<file path="src/hdl/pscir_consts.svh">
// Purpose: named constants for the phy special control and interrupt registers
// Assumes: 16-bit management registers reached by 5-bit index
// Notes: included by the register bank and its package users
`ifndef PSCIR_CONSTS_SVH
`define PSCIR_CONSTS_SVH

`define PSCIR_IDX_CTRL      5'h1b
`define PSCIR_IDX_FLAGS     5'h1d
`define PSCIR_IDX_MASK      5'h1e
`define PSCIR_IDX_STAT      5'h1f

`define PSCIR_B_OVERRIDE    15
`define PSCIR_B_AUTO_EN     14
`define PSCIR_B_MANUAL      13
`define PSCIR_B_PLL_FORCE   10
`define PSCIR_B_POLARITY    4
`define PSCIR_B_DONE        12
`define PSCIR_MODE_HI       4
`define PSCIR_MODE_LO       2
`define PSCIR_RSV_HI        11
`define PSCIR_RSV_LO        5
`define PSCIR_RSV_RESET     7'h02

`define PSCIR_F_ENERGY      7
`define PSCIR_F_NEG_DONE    6
`define PSCIR_F_REMOTE      5
`define PSCIR_F_LINK_DOWN   4
`define PSCIR_F_PARTNER     3
`define PSCIR_F_PARALLEL    2
`define PSCIR_F_PAGE        1

`define PSCIR_CLK_HZ        100000000
`define PSCIR_ENERGY_TMO_MS 256
`define PSCIR_TMO_W         25

`endif

</file>
<file path="src/hdl/pscir_pkg.sv">
// Purpose: types shared by the phy special register bank
// Assumes: nothing beyond the constants header
// Notes: link mode codes are the resolved speed and duplex
package pscir_pkg;

  typedef enum logic [2:0]
  {
    PSCIR_MODE_10_HALF  = 3'h1,
    PSCIR_MODE_10_FULL  = 3'h5,
    PSCIR_MODE_100_HALF = 3'h2,
    PSCIR_MODE_100_FULL = 3'h6
  } pscir_mode_t;

  typedef struct packed
  {
    logic negotiation_complete;
    logic remote_fault;
    logic partner_acknowledge;
    logic parallel_detect_fault;
    logic page_received;
  } pscir_events_t;

  typedef struct packed
  {
    logic        rx_polarity_reversed;
    logic        negotiation_done;
    pscir_mode_t resolved_link_mode;
  } pscir_status_t;

endpackage

</file>
<file path="src/hdl/pscir_regs.sv">
// Purpose: vendor management registers 27, 29, 30, 31 of a 10/100 phy
// Assumes: management frame logic presents index, strobes and data on REF_CLK
// Notes: read data and valid arrive one cycle after the read strobe
// How it works
// - override clear means strap picks crossover; set means register bits decide.
// - auto-crossover enable counts only under override; zero hands over to manual.
// - manual state zero keeps pairs straight, one swaps transmit and receive.
// - pll force bit holds 10M receive pll on reference, blocking 10M reception.
// - read-only bit reports 10BASE-T receive polarity, one when reversed.
// - low four bits of register 27 ignore writes.
// - reserved bits 12:11 and 9-5 of register 27 hold zero.
// - flag register latches energy, negotiation, fault, link down, ack, page events.
// - link down flag follows line state after reset; other flags reset zero.
// - eight-bit mask cleared at reset; one enables a source; upper byte zero.
// - negotiation-done bit reads one once auto-negotiation has finished.
// - bits 4-2 report resolved speed and duplex code.
// - reserved bits 11-5 of register 31 reset to and hold written pattern.
// - energy present clears after 256 ms without energy; reset sets it.
`include "pscir_consts.svh"

module pscir_regs #(
  parameter int ENERGY_TIMEOUT_CYCLES = `PSCIR_ENERGY_TMO_MS * (`PSCIR_CLK_HZ / 1000)
) (
  input  wire logic                     REF_CLK,
  input  wire logic                     RESET,
  input  wire logic                     SOFT_RESET,
  input  wire logic [4:0]               REG_ADDR,
  input  wire logic                     REG_WR,
  input  wire logic [15:0]              REG_WDATA,
  input  wire logic                     REG_RD,
  output logic      [15:0]              REG_RDATA,
  output logic                          REG_RVALID,
  input  wire logic                     CROSSOVER_STRAP,
  input  wire logic                     LINE_ENERGY,
  input  wire logic                     LINK_UP,
  input  wire pscir_pkg::pscir_events_t EVENTS,
  input  wire pscir_pkg::pscir_status_t STATUS,
  output logic                          MDIX_AUTO_EN,
  output logic                          MDIX_SWAP,
  output logic                          RX_PLL_FORCE_REFERENCE,
  output logic                          ENERGY_PRESENT,
  output logic                          PHY_IRQ
);

  logic [1:0]                pin_sync;
  logic                      strap_s;
  logic                      energy_s;
  logic                      override;
  logic                      auto_en;
  logic                      manual_swap;
  logic                      pll_force;
  logic [7:0]                mask;
  logic [6:0]                rsv31;
  logic [7:0]                flags;
  logic                      energy_present;
  logic                      energy_prev;
  logic                      link_prev;
  logic [`PSCIR_TMO_W-1:0]   quiet_cnt;
  logic [15:0]               rdata;
  logic                      rvalid;
  logic                      mdix_auto;
  logic                      mdix_swap;
  logic                      irq;
  logic                      next_override;
  logic                      next_auto_en;
  logic                      next_manual_swap;
  logic                      next_pll_force;
  logic [7:0]                next_mask;
  logic [6:0]                next_rsv31;
  logic [7:0]                next_flags;
  logic [7:0]                flag_events;
  logic                      next_energy_present;
  logic [`PSCIR_TMO_W-1:0]   next_quiet_cnt;
  logic [15:0]               next_rdata;
  logic                      next_rvalid;
  logic                      next_mdix_auto;
  logic                      next_mdix_swap;
  logic                      next_irq;
  logic                      wr_ctrl;
  logic                      wr_mask;
  logic                      wr_stat;
  logic                      rd_flags;

  localparam logic [`PSCIR_TMO_W-1:0] QUIET_LAST = `PSCIR_TMO_W'(ENERGY_TIMEOUT_CYCLES - 1);

  function automatic logic hit(input logic [4:0] addr, input logic [4:0] idx, input logic strobe);
    hit = strobe && (addr == idx);
  endfunction

  pscir_sync #(
    .WIDTH (2)
  ) u_pin_sync (
    .clk      (REF_CLK),
    .rst      (RESET),
    .async_in ({CROSSOVER_STRAP, LINE_ENERGY}),
    .sync_out (pin_sync)
  );

  assign strap_s  = pin_sync[1];
  assign energy_s = pin_sync[0];
  assign wr_ctrl  = hit(REG_ADDR, `PSCIR_IDX_CTRL, REG_WR);
  assign wr_mask  = hit(REG_ADDR, `PSCIR_IDX_MASK, REG_WR);
  assign wr_stat  = hit(REG_ADDR, `PSCIR_IDX_STAT, REG_WR);
  assign rd_flags = hit(REG_ADDR, `PSCIR_IDX_FLAGS, REG_RD);

  // control and mask registers; pll force survives a soft reset
  always_comb
  begin
    next_override    = override;
    next_auto_en     = auto_en;
    next_manual_swap = manual_swap;
    next_pll_force   = pll_force;
    next_mask        = mask;
    next_rsv31       = rsv31;
    if (SOFT_RESET)
    begin
      next_override    = 1'b0;
      next_auto_en     = 1'b0;
      next_manual_swap = 1'b0;
      next_mask        = 8'h00;
      next_rsv31       = `PSCIR_RSV_RESET;
    end
    else
    begin
      if (wr_ctrl)
      begin
        // writes to bits 12:11, 9:5 and 3:0 land nowhere
        next_override    = REG_WDATA[`PSCIR_B_OVERRIDE];
        next_auto_en     = REG_WDATA[`PSCIR_B_AUTO_EN];
        next_manual_swap = REG_WDATA[`PSCIR_B_MANUAL];
        next_pll_force   = REG_WDATA[`PSCIR_B_PLL_FORCE];
      end
      if (wr_mask)
      begin
        next_mask = REG_WDATA[7:0];
      end
      if (wr_stat)
      begin
        next_rsv31 = REG_WDATA[`PSCIR_RSV_HI:`PSCIR_RSV_LO];
      end
    end
  end

  always_ff @(posedge REF_CLK)
  begin
    if (RESET)
    begin
      override    <= 1'b0;
      auto_en     <= 1'b0;
      manual_swap <= 1'b0;
      pll_force   <= 1'b0;
      mask        <= 8'h00;
      rsv31       <= `PSCIR_RSV_RESET;
    end
    else
    begin
      override    <= next_override;
      auto_en     <= next_auto_en;
      manual_swap <= next_manual_swap;
      pll_force   <= next_pll_force;
      mask        <= next_mask;
      rsv31       <= next_rsv31;
    end
  end

  // crossover selection; the forbidden all-ones combination degrades to automatic
  always_comb
  begin
    if (!override)
    begin
      next_mdix_auto = strap_s;
      next_mdix_swap = 1'b0;
    end
    else
    begin
      next_mdix_auto = auto_en;
      next_mdix_swap = !auto_en && manual_swap;
    end
  end

  always_ff @(posedge REF_CLK)
  begin
    if (RESET)
    begin
      mdix_auto <= 1'b0;
      mdix_swap <= 1'b0;
    end
    else
    begin
      mdix_auto <= next_mdix_auto;
      mdix_swap <= next_mdix_swap;
    end
  end

  // energy detect: hardware reset sets it, soft reset leaves it alone
  always_comb
  begin
    next_energy_present = energy_present;
    next_quiet_cnt      = quiet_cnt;
    if (energy_s)
    begin
      next_energy_present = 1'b1;
      next_quiet_cnt      = '0;
    end
    else if (quiet_cnt == QUIET_LAST)
    begin
      next_energy_present = 1'b0;
    end
    else
    begin
      next_quiet_cnt = quiet_cnt + `PSCIR_TMO_W'(1);
    end
  end

  always_ff @(posedge REF_CLK)
  begin
    if (RESET)
    begin
      energy_present <= 1'b1;
      quiet_cnt      <= '0;
    end
    else
    begin
      energy_present <= next_energy_present;
      quiet_cnt      <= next_quiet_cnt;
    end
  end

  // latched-high flags; an event in the clearing cycle still lands
  always_comb
  begin
    flag_events                     = 8'h00;
    flag_events[`PSCIR_F_ENERGY]    = energy_present && !energy_prev;
    flag_events[`PSCIR_F_NEG_DONE]  = EVENTS.negotiation_complete;
    flag_events[`PSCIR_F_REMOTE]    = EVENTS.remote_fault;
    flag_events[`PSCIR_F_LINK_DOWN] = link_prev && !LINK_UP;
    flag_events[`PSCIR_F_PARTNER]   = EVENTS.partner_acknowledge;
    flag_events[`PSCIR_F_PARALLEL]  = EVENTS.parallel_detect_fault;
    flag_events[`PSCIR_F_PAGE]      = EVENTS.page_received;
    next_flags = (rd_flags ? 8'h00 : flags) | flag_events;
    next_irq   = |(flags & mask);
  end

  // link_prev resets high so a line already down latches its flag right after reset
  always_ff @(posedge REF_CLK)
  begin
    if (RESET)
    begin
      flags       <= 8'h00;
      energy_prev <= 1'b1;
      link_prev   <= 1'b1;
      irq         <= 1'b0;
    end
    else
    begin
      flags       <= next_flags;
      energy_prev <= energy_present;
      link_prev   <= LINK_UP;
      irq         <= next_irq;
    end
  end

  // read mux; unused indices and register 27 reserved bits read zero; register 31 reserved bits read rsv31
  always_comb
  begin
    next_rdata  = 16'h0000;
    next_rvalid = REG_RD;
    if (REG_RD)
    begin
      unique case (REG_ADDR)
        `PSCIR_IDX_CTRL:
        begin
          next_rdata[`PSCIR_B_OVERRIDE]  = override;
          next_rdata[`PSCIR_B_AUTO_EN]   = auto_en;
          next_rdata[`PSCIR_B_MANUAL]    = manual_swap;
          next_rdata[`PSCIR_B_PLL_FORCE] = pll_force;
          next_rdata[`PSCIR_B_POLARITY]  = STATUS.rx_polarity_reversed;
        end
        `PSCIR_IDX_FLAGS:
        begin
          next_rdata[7:0] = flags;
        end
        `PSCIR_IDX_MASK:
        begin
          next_rdata[7:0] = mask;
        end
        `PSCIR_IDX_STAT:
        begin
          next_rdata[`PSCIR_B_DONE]                    = STATUS.negotiation_done;
          next_rdata[`PSCIR_RSV_HI:`PSCIR_RSV_LO]      = rsv31;
          next_rdata[`PSCIR_MODE_HI:`PSCIR_MODE_LO]    = STATUS.resolved_link_mode;
        end
        default:
        begin
          next_rdata = 16'h0000;
        end
      endcase
    end
  end

  always_ff @(posedge REF_CLK)
  begin
    if (RESET)
    begin
      rdata  <= 16'h0000;
      rvalid <= 1'b0;
    end
    else
    begin
      rdata  <= next_rdata;
      rvalid <= next_rvalid;
    end
  end

  assign REG_RDATA              = rdata;
  assign REG_RVALID             = rvalid;
  assign MDIX_AUTO_EN           = mdix_auto;
  assign MDIX_SWAP              = mdix_swap;
  assign RX_PLL_FORCE_REFERENCE = pll_force;
  assign ENERGY_PRESENT         = energy_present;
  assign PHY_IRQ                = irq;

endmodule

</file>
<file path="src/hdl/pscir_sync.sv">
// Purpose: three-stage synchroniser with agreement filter for pin inputs
// Assumes: inputs asynchronous to REF_CLK
// Notes: output moves only when stages two and three agree
module pscir_sync #(
  parameter int WIDTH = 1
) (
  input  wire logic             clk,
  input  wire logic             rst,
  input  wire logic [WIDTH-1:0] async_in,
  output logic      [WIDTH-1:0] sync_out
);

  logic [WIDTH-1:0] stage1;
  logic [WIDTH-1:0] stage2;
  logic [WIDTH-1:0] stage3;
  logic [WIDTH-1:0] next_sync_out;

  always_comb
  begin
    next_sync_out = sync_out;
    for (int i = 0; i < WIDTH; i++)
    begin
      if (stage2[i] == stage3[i])
      begin
        next_sync_out[i] = stage3[i];
      end
    end
  end

  // stage1 feeds only stage2, keeping metastability out of the filter
  always_ff @(posedge clk)
  begin
    if (rst)
    begin
      stage1   <= '0;
      stage2   <= '0;
      stage3   <= '0;
      sync_out <= '0;
    end
    else
    begin
      stage1   <= async_in;
      stage2   <= stage1;
      stage3   <= stage2;
      sync_out <= next_sync_out;
    end
  end

endmodule

</file>
<file path="config.mk">
export PLATFORM = sky130hd
export DESIGN_NAME = pscir_regs
export DESIGN_NICKNAME = d
export VERILOG_FILES = /design/src/hdl/pscir_pkg.sv /design/src/hdl/pscir_regs.sv /design/src/hdl/pscir_sync.sv
export VERILOG_INCLUDE_DIRS = /design/src /design/src/hdl
export SDC_FILE = /design/constraint.sdc
export NUM_CORES = 1
export LEC_CHECK = 0
export BUFFER_PORTS_ARGS = -buffer_cell sky130_fd_sc_hd__clkbuf_2
export CELL_PAD_IN_SITES_DETAIL_PLACEMENT = 0
export CELL_PAD_IN_SITES_GLOBAL_PLACEMENT = 1
export CORE_MARGIN = 3
export CORE_UTILIZATION = 38
export DETAILED_ROUTE_END_ITERATION = 8
export PLACE_DENSITY = 0.83
export SLEW_MARGIN = 25
export SYNTH_ARGS = -nofsm -noshare
export SYNTH_HDL_FRONTEND = slang
export SYNTH_SLANG_ARGS = --single-unit
</file>
<file path="constraint.sdc">
create_clock -name REF_CLK -period 1.9 [get_ports REF_CLK]
set_clock_uncertainty 0.05 [all_clocks]
set_input_delay 0.095 -clock REF_CLK [delete_from_list [all_inputs] [get_ports REF_CLK]]
set_output_delay 0.095 -clock REF_CLK [all_outputs]
set_load 0.01 [all_outputs]
</file>
### Yosys cells after proc, flatten, opt, wreduce, memory -nomap -nowiden

Cells that the tools add are included.

| operators by class | value |
|---|---|
| add/subtract/negate cells | 1 |
| eq/ne operators | 7 |
| muxes and demuxes | 7 |
| bitwise logic cells | 7 |
| reduce and logical (&&, ||, !) cells | 18 |

Operators with widths:

| operator | number |
|---|---|
| $add 25x1->25 const B | 1 |
| $eq 25x25->1 const B | 1 |
| $eq 5x5->1 const B | 4 |
| $pmux 3 s3 | 1 |
| $and 8x8->8 | 1 |
| $mux 8 | 1 |
| $or 8x8->8 | 1 |
| $reduce_or 2->1 | 4 |
| $reduce_or 8->1 | 1 |
| $logic_and 1x1->1 | 7 |
| $pmux 2 s3 | 1 |
| $reduce_or 3->1 | 2 |
| $not 1->1 | 5 |
| $pmux 1 s4 | 1 |
| $pmux 2 s2 | 1 |
| $logic_not 1->1 | 3 |
| $eq 1x1->1 | 2 |
| $pmux 1 s2 | 1 |
| $reduce_and 2->1 | 1 |
| $mux 1 | 1 |

| word-level totals | value |
|---|---|
| register bits | 83 |
| input bits | 39 |
| logic and storage cells | 63 |

### Depth between registers and ports, before layout

Gate-level depths: netlist of the first run.

| logic depth | value |
|---|---|
| depth in word-level cells | 4 |
| mapped depth | 8 |
| mapped depth without buffers | 5 |

### Modules after synthesis

Synthesis of the first run repeated with hierarchy kept, for this count alone.

| second synthesis, totals | value |
|---|---|
| cell total of the unflattened synthesis | 363 |
| area, all modules | 3264.4 sq um |

Modules (own cells, without submodules):

| module | instances | cells an instance | area each (sq um) | seq. area each (sq um) |
|---|---|---|---|---|
| pscir_regs | 1 | 343 | 3036.7 | 1481.4 |
| pscir_sync | 1 | 20 | 227.7 | 160.2 |

### Least setup slack after synthesis of the first run

No wires, ideal clock.

| timing | value |
|---|---|
| kind | reg2reg |
| start | register quiet_cnt[0] |
| end | register quiet_cnt[10] |
| library setup time | 0.072 ns |
| data arrival time | 1.692 ns |
| slack | 0.086 ns |
| cell stages (with the launch flop) | 9 |
| path buffers | 3 |
| period minus slack after synthesis | 1.814 ns |
| cells stage by stage | dfxtp_1 -> ha_1 -> and4_1 -> buf_2 -> and3_1 -> buf_2 -> buf_4 -> a21oi_1 -> mux2i_1 |

| on the way | value |
|---|---|
| longest elaborated chain between the ends | 1 |

RTL lines:

| element | line | text |
|---|---|---|
| start, declared | pscir_regs.sv:58 | `` logic [`PSCIR_TMO_W-1:0] quiet_cnt; `` |
| start signal, assigned | pscir_regs.sv:225 | `quiet_cnt <= next_quiet_cnt;` |
| $add 25x1->25 or $eq 25x25->1 (tied branches) | pscir_regs.sv:211, pscir_regs.sv:205 |  |

Parallel ways exist; a longest one is shown, timed or not.
A chain may end at the register's enable or synchronous reset.

### Worst setup path in the final report of the first run

| timing | value |
|---|---|
| start | register quiet_cnt[0] |
| end | register quiet_cnt[18] |

Same word-level chain as after synthesis.

==> results.md, run 1 <==
- Total routing usage reported by global routing: 16.4%
- Remaining DRCs: 0
- Leak Pwr: about 0.0016 µW
- Setup Viol. Count Final: 0
- PwrDens: 731 mW/mm²
- DIE AREA: 0.00994 mm²
- Max Slew Vio Count: 0
- H-tree depth: 3
- Yosys reg bits: between 80 and 90
- Setup CP Type: reg2reg
- Post-detailed-route via-to-cell ratio: approximately 5.2
- Total negative slack for setup checks: 0 ns
- EDFF count, synth: 0
- Synth warnings: 0
- Cells after synthesis: 354
- Proportion of layout cells with a drive suffix above 1: 24.2%
- Number of nets with antenna violations after routing: 0
- Max incr delay on CP: 0.50 ns
- Postcts setup bufs: 0
- Die Y-Extent: 99.7 µm
- Final Hold Violating Endpoints: 0
- Slew at the pin with the worst max-slew slack: 0.514 ns
- CP Max Fanout: 9
- Maximum number of pins on one net before global-route repair: 21
- Wire length of the first global-routing pass: 13.2 mm
- Total wire length after detailed routing: roughly 7.7 mm
- Root Buffer Master: sky130_fd_sc_hd__clkbuf_8
- Unrepaired setup endpoints after global routing: no
- Data arrival time of the worst path: 1.98 ns
- Inserted Diodes: 0
- Number of vias in the routed layout: approximately 2900
- Routed WL per cell: 13.7 µm
- Antenna violations before repair: 0
- Worst-case clock buffer depth: 2
- Net count of the finished layout: 489
- Type of origin of the critical path: flop
- Clock tree from TritonCTS: yes
- Status: completed
- Average cell area after synthesis: approximately 9.4 µm²
- I/O Buffers: 59
- Biggest area contributors in the synthesized netlist: sky130_fd_sc_hd__dfxtp_1, sky130_fd_sc_hd__mux2i_1, sky130_fd_sc_hd__a21oi_1
- Number of detailed-route iterations in the first pass: 4
- Number of buffers inserted during clock tree synthesis: 9
- Area added between synthesis and finish: 28.5%
- Initial cell density of the core: 39.8%
- Global-route congestion overflow total: 0
- Critical-path cell list: ha_1, and4_4, nand4_4, or4_1, a21oi_1
- Worst IR drop on VDD: 388 µV
- Power consumption: 3130 µW
- Die Wd: 99.7 µm
- CP max-delay cell: sky130_fd_sc_hd__or4_1
- Largest area contributor in the synthesized netlist: sky130_fd_sc_hd__dfxtp_1
- Number of placed I/O pins: slightly above 60
- Area share of the largest cell type after synthesis: 49.2%
- Multi-input logic area: between 0.0015 and 0.002 mm²
- Layout filler cell count: approximately 800
- Cell count of the worst hold path: 4
- Class of the tightest hold or removal check: in2reg
- Register area: around 0.0016 mm²
- Max-capacitance violation count: 0
- FF-to-FF path depth: 5
- Distinct cell type count after synthesis: 47
- Cell area after synthesis: 0.00334 mm²
- Initial detailed-routing violation count: 103
- Final weighted congestion in routability-driven placement: roughly 0.83
- Standard cell core area: 0.00838 mm²
- TritonCTS sink count: 82
- Clock latency of the later-clocked register in the worst-skew pair: between 0.3 and 0.4 ns
- Slew headroom: between 60 and 70%
- Main flop type after synthesis: sky130_fd_sc_hd__dfxtp_1
- Synthesized netlist net count: 394
- Max Freq: 0.567 GHz
- Critical path required time: 2.12 ns
- Endpoint type of the worst setup path: flop
- Post-layout min period: 1.76 ns
- Number of global-route vias before repair: 2856
- Standard-cell row count: 33
- Period Utilization, post-route: 92.9%
- Share of synthesized area occupied by flip-flops and latches: 49.2%
- Placed wire-length estimate after detailed placement: roughly 5.3 mm
- Post-synthesis async set-or-reset flop share: 0%
- Reg clk slew, reported paths: about 0.090 ns
[critical path, delay by kind of cell, from the launching register on]
kind / cells / cell delay, ns
and+or+nand+nor: 3 / 0.93
DFF: 1 / 0.37
AOI/OAI and AO/OA: 1 / 0.16
adders and majority gates: 1 / 0.19
[power breakdown]
part	switching, µW	internal [µW]	leakage (µW)	total, µW
Sequential	16.2	1740	0.000665	1760
Combinational	91.9	109	0.000894	200
Clock	627	548	0.0000880	1170
[flip-flops by register name, indices dropped and copies added (netlist names), 2 cells and up]
name and flops:
flags 7, u_pin_sync.stage3 2, mask 8, quiet_cnt 25, rsv31 7, REG_RDATA 16, u_pin_sync.sync_out 2, u_pin_sync.stage1 2
u_pin_sync.stage2 2
[timing repair]
action,in CTS,in global routing
endpoints found under the setup margin,0,9
hold buffers,27,0
resized for setup,0,4
endpoints found under the hold margin,30,0
[layout make-up]
cell class                 count  area share, %
clock buffer                  11           3.53
clock inverter                 5          0.846
inverter                       4          0.350
multi-input combinational    246           36.9
sequential                    82           38.3
tap                          105           3.06
timing repair buffer         106           17.0
[layout by cell type, fill, tap and decap left out, types with 2 or more instances in the layout]
cell type                       instances
sky130_fd_sc_hd__dfxtp_1               82
sky130_fd_sc_hd__clkbuf_2              59
sky130_fd_sc_hd__nor2_1                37
sky130_fd_sc_hd__a21oi_1               28
sky130_fd_sc_hd__dlygate4sd3_1         27
sky130_fd_sc_hd__nand2_1               24
sky130_fd_sc_hd__mux2i_1               23
sky130_fd_sc_hd__buf_4                 19
sky130_fd_sc_hd__nor2b_1               11
sky130_fd_sc_hd__nand3_1               11
sky130_fd_sc_hd__clkbuf_8              11
sky130_fd_sc_hd__and2_1                10
sky130_fd_sc_hd__o21ai_0               10
sky130_fd_sc_hd__o31ai_1                9
sky130_fd_sc_hd__or4_1                  9
sky130_fd_sc_hd__a22oi_1                9
sky130_fd_sc_hd__and3_1                 6
sky130_fd_sc_hd__mux2_2                 6
sky130_fd_sc_hd__a2111o_1               5
sky130_fd_sc_hd__or2_2                  4
sky130_fd_sc_hd__and4_1                 4
sky130_fd_sc_hd__nand4_1                4
sky130_fd_sc_hd__or3_1                  4
sky130_fd_sc_hd__inv_1                  3
sky130_fd_sc_hd__a211oi_1               3
sky130_fd_sc_hd__a31oi_1                3
sky130_fd_sc_hd__nor3_1                 3
sky130_fd_sc_hd__clkinvlp_4             3
sky130_fd_sc_hd__nor3b_1                2
sky130_fd_sc_hd__a22o_1                 2
[worst paths after layout]
path,startpoint,end,slack (ns)
max,quiet_cnt[0],quiet_cnt[18],0.14
min,STATUS[0],REG_RDATA[2],0.06
max reg2reg,quiet_cnt[0],quiet_cnt[18],0.14
min reg2reg,mask[0],REG_RDATA[0],0.39
[cell usage after synthesis, types with 2 or more instances]
| master | number |
|---|---|
| sky130_fd_sc_hd__a2111o_1 | 5 |
| sky130_fd_sc_hd__a211oi_1 | 3 |
| sky130_fd_sc_hd__a21oi_1 | 28 |
| sky130_fd_sc_hd__a22o_1 | 2 |
| sky130_fd_sc_hd__a22oi_1 | 9 |
| sky130_fd_sc_hd__a31oi_1 | 3 |
| sky130_fd_sc_hd__and2_1 | 10 |
| sky130_fd_sc_hd__and3_1 | 6 |
| sky130_fd_sc_hd__and4_1 | 6 |
| sky130_fd_sc_hd__buf_2 | 10 |
| sky130_fd_sc_hd__buf_4 | 2 |
| sky130_fd_sc_hd__clkbuf_1 | 8 |
| sky130_fd_sc_hd__dfxtp_1 | 82 |
| sky130_fd_sc_hd__inv_1 | 3 |
| sky130_fd_sc_hd__mux2_2 | 6 |
| sky130_fd_sc_hd__mux2i_1 | 23 |
| sky130_fd_sc_hd__nand2_1 | 24 |
| sky130_fd_sc_hd__nand3_1 | 11 |
| sky130_fd_sc_hd__nand4_1 | 4 |
| sky130_fd_sc_hd__nand4_2 | 2 |
| sky130_fd_sc_hd__nor2_1 | 37 |
| sky130_fd_sc_hd__nor2b_1 | 11 |
| sky130_fd_sc_hd__nor3_1 | 3 |
| sky130_fd_sc_hd__nor3b_1 | 2 |
| sky130_fd_sc_hd__o21ai_0 | 10 |
| sky130_fd_sc_hd__o31ai_1 | 9 |
| sky130_fd_sc_hd__or2_2 | 4 |
| sky130_fd_sc_hd__or3_1 | 4 |
| sky130_fd_sc_hd__or4_1 | 9 |
[stage by stage]
| step | cells | util (%) | setup slack, ns | cell area, µm² | hold WS (ns) |
|---|---|---|---|---|---|
| 2_1_floorplan | 354 | - | 0.0863 | 3340 | 0.152 |
| 3_3_place_gp | 516 | 45.5 | 0.117 | 3820 | 0.248 |
| 3_5_place_dp | 516 | 45.5 | 0.0369 | 3820 | 0.257 |
| 4_1_cts | 559 | 51.0 | 0.0194 | 4270 | 0.0557 |
| 5_1_grt | 559 | 51.1 | 0.0245 | 4290 | 0.102 |
| 6_report | 559 | 51.1 | 0.135 | 4290 | 0.0645 |
[cell families (layout without fill, tap and decap cells)]
logic type | count (synthesis) | count (layout) | synth area share (%)
simple gates | 140 | 140 | 22.8
flops | 82 | 82 | 49.2
mux | 29 | 29 | 8.92
compound gates | 76 | 76 | 15.0
buf+inv | 26 | 126 | 3.75
fa+ha+maj | 1 | 1 | 0.375
[per-layer routing]
layer	global-route usage (%)	part of all wire, %	up-vias	routed length, µm
met1	21.0	48	1365	3670
met2	27.0	48	46	3680
met5	0	0	-	0
met3	3.02	3.2	7	245
met4	6.72	1.1	0	85
li1	-	-	1476	-
Note: power is estimated with default switching activity, not from simulation.
==> inputs of run 2 (changes only) <==
--- a/config.mk
+++ b/config.mk
@@ -13,6 +13,7 @@
 export CORE_UTILIZATION = 38
 export DETAILED_ROUTE_END_ITERATION = 8
 export PLACE_DENSITY = 0.83
+export RECOVER_POWER = 100
 export SLEW_MARGIN = 25
 export SYNTH_ARGS = -nofsm -noshare
 export SYNTH_HDL_FRONTEND = slang
==> run 2 against run 1 <==
  * Sequential share of layout area up 0.42 points
  * Critical path depth unchanged
  * Largest power group unchanged
  * Clock-buffer cell count unchanged
  * Combinational power about the same
  * Global-route usage unchanged
  * Highest routed layer unchanged
  * Routed wire length up 0.29%
  * Sequential cell count unchanged
  * Sequential power about the same
  * Via count up 0.66%
  * Largest cell class unchanged
  * Utilization down 0.55 points
  * Critical path type unchanged
==> results.md, run 2 (synthesized netlist as in run 1, its figures left out) <==
- Standard-cell row count: 33 (unchanged)
- Slew at the pin with the worst max-slew slack: 0.551 ns (+0.0367 ns)
- Worst-case clock buffer depth: 2 (unchanged)
- Setup slack, reg-to-reg: 0.14 ns (about the same)
- DIE AREA: 0.00994 mm² (unchanged)
- Status: completed
- Most frequent cells in the layout: sky130_fd_sc_hd__dfxtp_1, sky130_fd_sc_hd__nor2_1, sky130_fd_sc_hd__clkbuf_2
- Number of detailed-route iterations in the first pass: 4 (unchanged)
- Worst hold slack: 0.0641 ns (-0.000459 ns)
- Antenna violations before repair: 0 (unchanged)
- Setup CP Type: reg2reg
- Leak Pwr: 0.00154 µW (-6.4%)
- CP Max Fanout: 13 (+4)
- Max-capacitance violation count: 0 (unchanged)
- Proportion of layout cells with a drive suffix above 1: 17.8% (-6.4 points)
- H-tree depth: 3 (unchanged)
- Post-detailed-route via-to-cell ratio: 5.21 (+0.66%)
- Wire length of the first global-routing pass: 13.2 mm (unchanged)
- Placed wire-length estimate after detailed placement: 5.34 mm (unchanged)
- Post-layout min period: 1.76 ns (-0.00218 ns)
- I/O Buffers: 59 (unchanged)
- Standard cell core area: 0.00838 mm² (unchanged)
- Reg clk slew, reported paths: 0.08 ns (about the same)
- Global-route met3 utilization: 3.02% (unchanged)
- Final Hold Violating Endpoints: 0 (unchanged)
- Max Freq: 0.567 GHz (+0.12%)
- TritonCTS sink count: 82 (unchanged)
- Global-route congestion overflow total: 0 (unchanged)
- Remaining DRCs: 0 (unchanged)
- Initial cell density of the core: 39.8% (unchanged)
- Data arrival time of the worst path: 1.98 ns (about the same)
- Max reg flops: 25 (unchanged)
- Final weighted congestion in routability-driven placement: 0.832 (unchanged)
- Maximum number of pins on one net before global-route repair: 21 (unchanged)
- Number of nets with antenna violations after routing: 0 (unchanged)
- Period Utilization, post-route: 92.8% (-0.11 points)
- Worst IR drop on VDD: 388 µV (-0.10%)
- Total wire length after detailed routing: 7.70 mm (+0.29%)
- Setup Viol. Count Final: 0 (unchanged)
- Class of the tightest hold or removal check: in2reg
- Endpoint type of the worst setup path: flop
- Routed WL per cell: 13.8 µm (+0.29%)
- Number of buffers inserted during clock tree synthesis: 9 (unchanged)
- PwrDens: 738 mW/mm² (+1.0%)
- Clock latency of the later-clocked register in the worst-skew pair: 0.34 ns (about the same)
- Root Buffer Master: sky130_fd_sc_hd__clkbuf_8
- Total negative slack for setup checks: 0 ns (unchanged)
- Area added between synthesis and finish: 27.1%
- Inserted Diodes: 0 (unchanged)
- Routing layer with the top usage in global route: met2
- Register with the highest flop count: quiet_cnt
- Total routing usage reported by global routing: 16.4% (unchanged)
- Clock tree from TritonCTS: yes
- Grt met1 use: 21.0% (unchanged)
- Critical path required time: 2.12 ns (about the same)
- Net count of the finished layout: 489 (unchanged)
- Initial detailed-routing violation count: 91 (-12%)
- Most frequent standard cell in the layout excluding fill and tap cells: sky130_fd_sc_hd__dfxtp_1
- Die Y-Extent: 99.7 µm (unchanged)
- Slew headroom: 63.3% (-2.4 points)
- Number of global-route vias before repair: 2856 (unchanged)
- Number of vias in the routed layout: 2913 (+0.66%)
- Postcts setup bufs: 0 (unchanged)
- Number of placed I/O pins: 61 (unchanged)
- Met2 Usage GRT: 27.0% (unchanged)
- Unrepaired setup endpoints after global routing: no
- Die Wd: 99.7 µm (unchanged)
- Type of origin of the critical path: flop
- Max Slew Vio Count: 0 (unchanged)
[run 2: worst paths after layout]
path / startpoint / end / depth (start not counted)
max: quiet_cnt[13] / quiet_cnt[18] / 5
min: STATUS[0] / REG_RDATA[2] / 4
max reg2reg: quiet_cnt[13] / quiet_cnt[18] / 5
min reg2reg: mask[0] / REG_RDATA[0] / 2
[run 2: stage by stage]
stage | instances | area [µm²] | power [µW] | setup WS, ns | utilization [%]
floorplan | 354 | 3340 | 1880 | 0.0863 | -
global placement | 516 | 3820 | 1950 | 0.117 | 45.5
detailed placement | 516 | 3820 | 1960 | 0.0369 | 45.5
CTS | 559 | 4270 | 3180 | 0.0194 | 51.0
global route | 559 | 4240 | 3270 | 0.0159 | 50.6
finish | 559 | 4240 | 3130 | 0.138 | 50.6
[run 2: power by group]
part,leakage (µW),internal [µW],switching [µW],total [µW]
Combinational,0.000789,107,91.6,198
Clock,0.0000880,548,626,1170
Sequential,0.000665,1740,16.2,1760
[run 2: final cells by class]
class                           instances  area, µm²
Inverter                                4       15.0
Clock buffer                           11        151
Fill cell                             816       4140
Tap cell                              105        131
Multi-Input combinational cell        246       1580
Sequential cell                        82       1640
Timing Repair Buffer                  106        682
Clock inverter                          5       36.3
[run 2: layer usage]
| metal | wire length, µm | vias up | part of all wire (%) |
|---|---|---|---|
| met5 | 0 | - | 0 |
| li1 | - | 1476 | - |
| met2 | 3690 | 44 | 48 |
| met4 | 85 | 0 | 1.1 |
| met3 | 236 | 7 | 3.1 |
| met1 | 3680 | 1386 | 48 |
[run 2: critical path, cell delays in order (launching register included)]
cell	delay (ns)
sky130_fd_sc_hd__dfxtp_1	0.34
sky130_fd_sc_hd__and4b_1	0.21
sky130_fd_sc_hd__and4_1	0.24
sky130_fd_sc_hd__buf_4	0.19
sky130_fd_sc_hd__or4_1	0.50
sky130_fd_sc_hd__a21oi_1	0.16
[run 2: timing repair]
| item | CTS | global route |
|---|---|---|
| hold endpoints to repair | 30 | 0 |
| endpoints found under the setup margin | 0 | 9 |
| hold buffers | 27 | 0 |
| gates resized for setup | 0 | 4 |
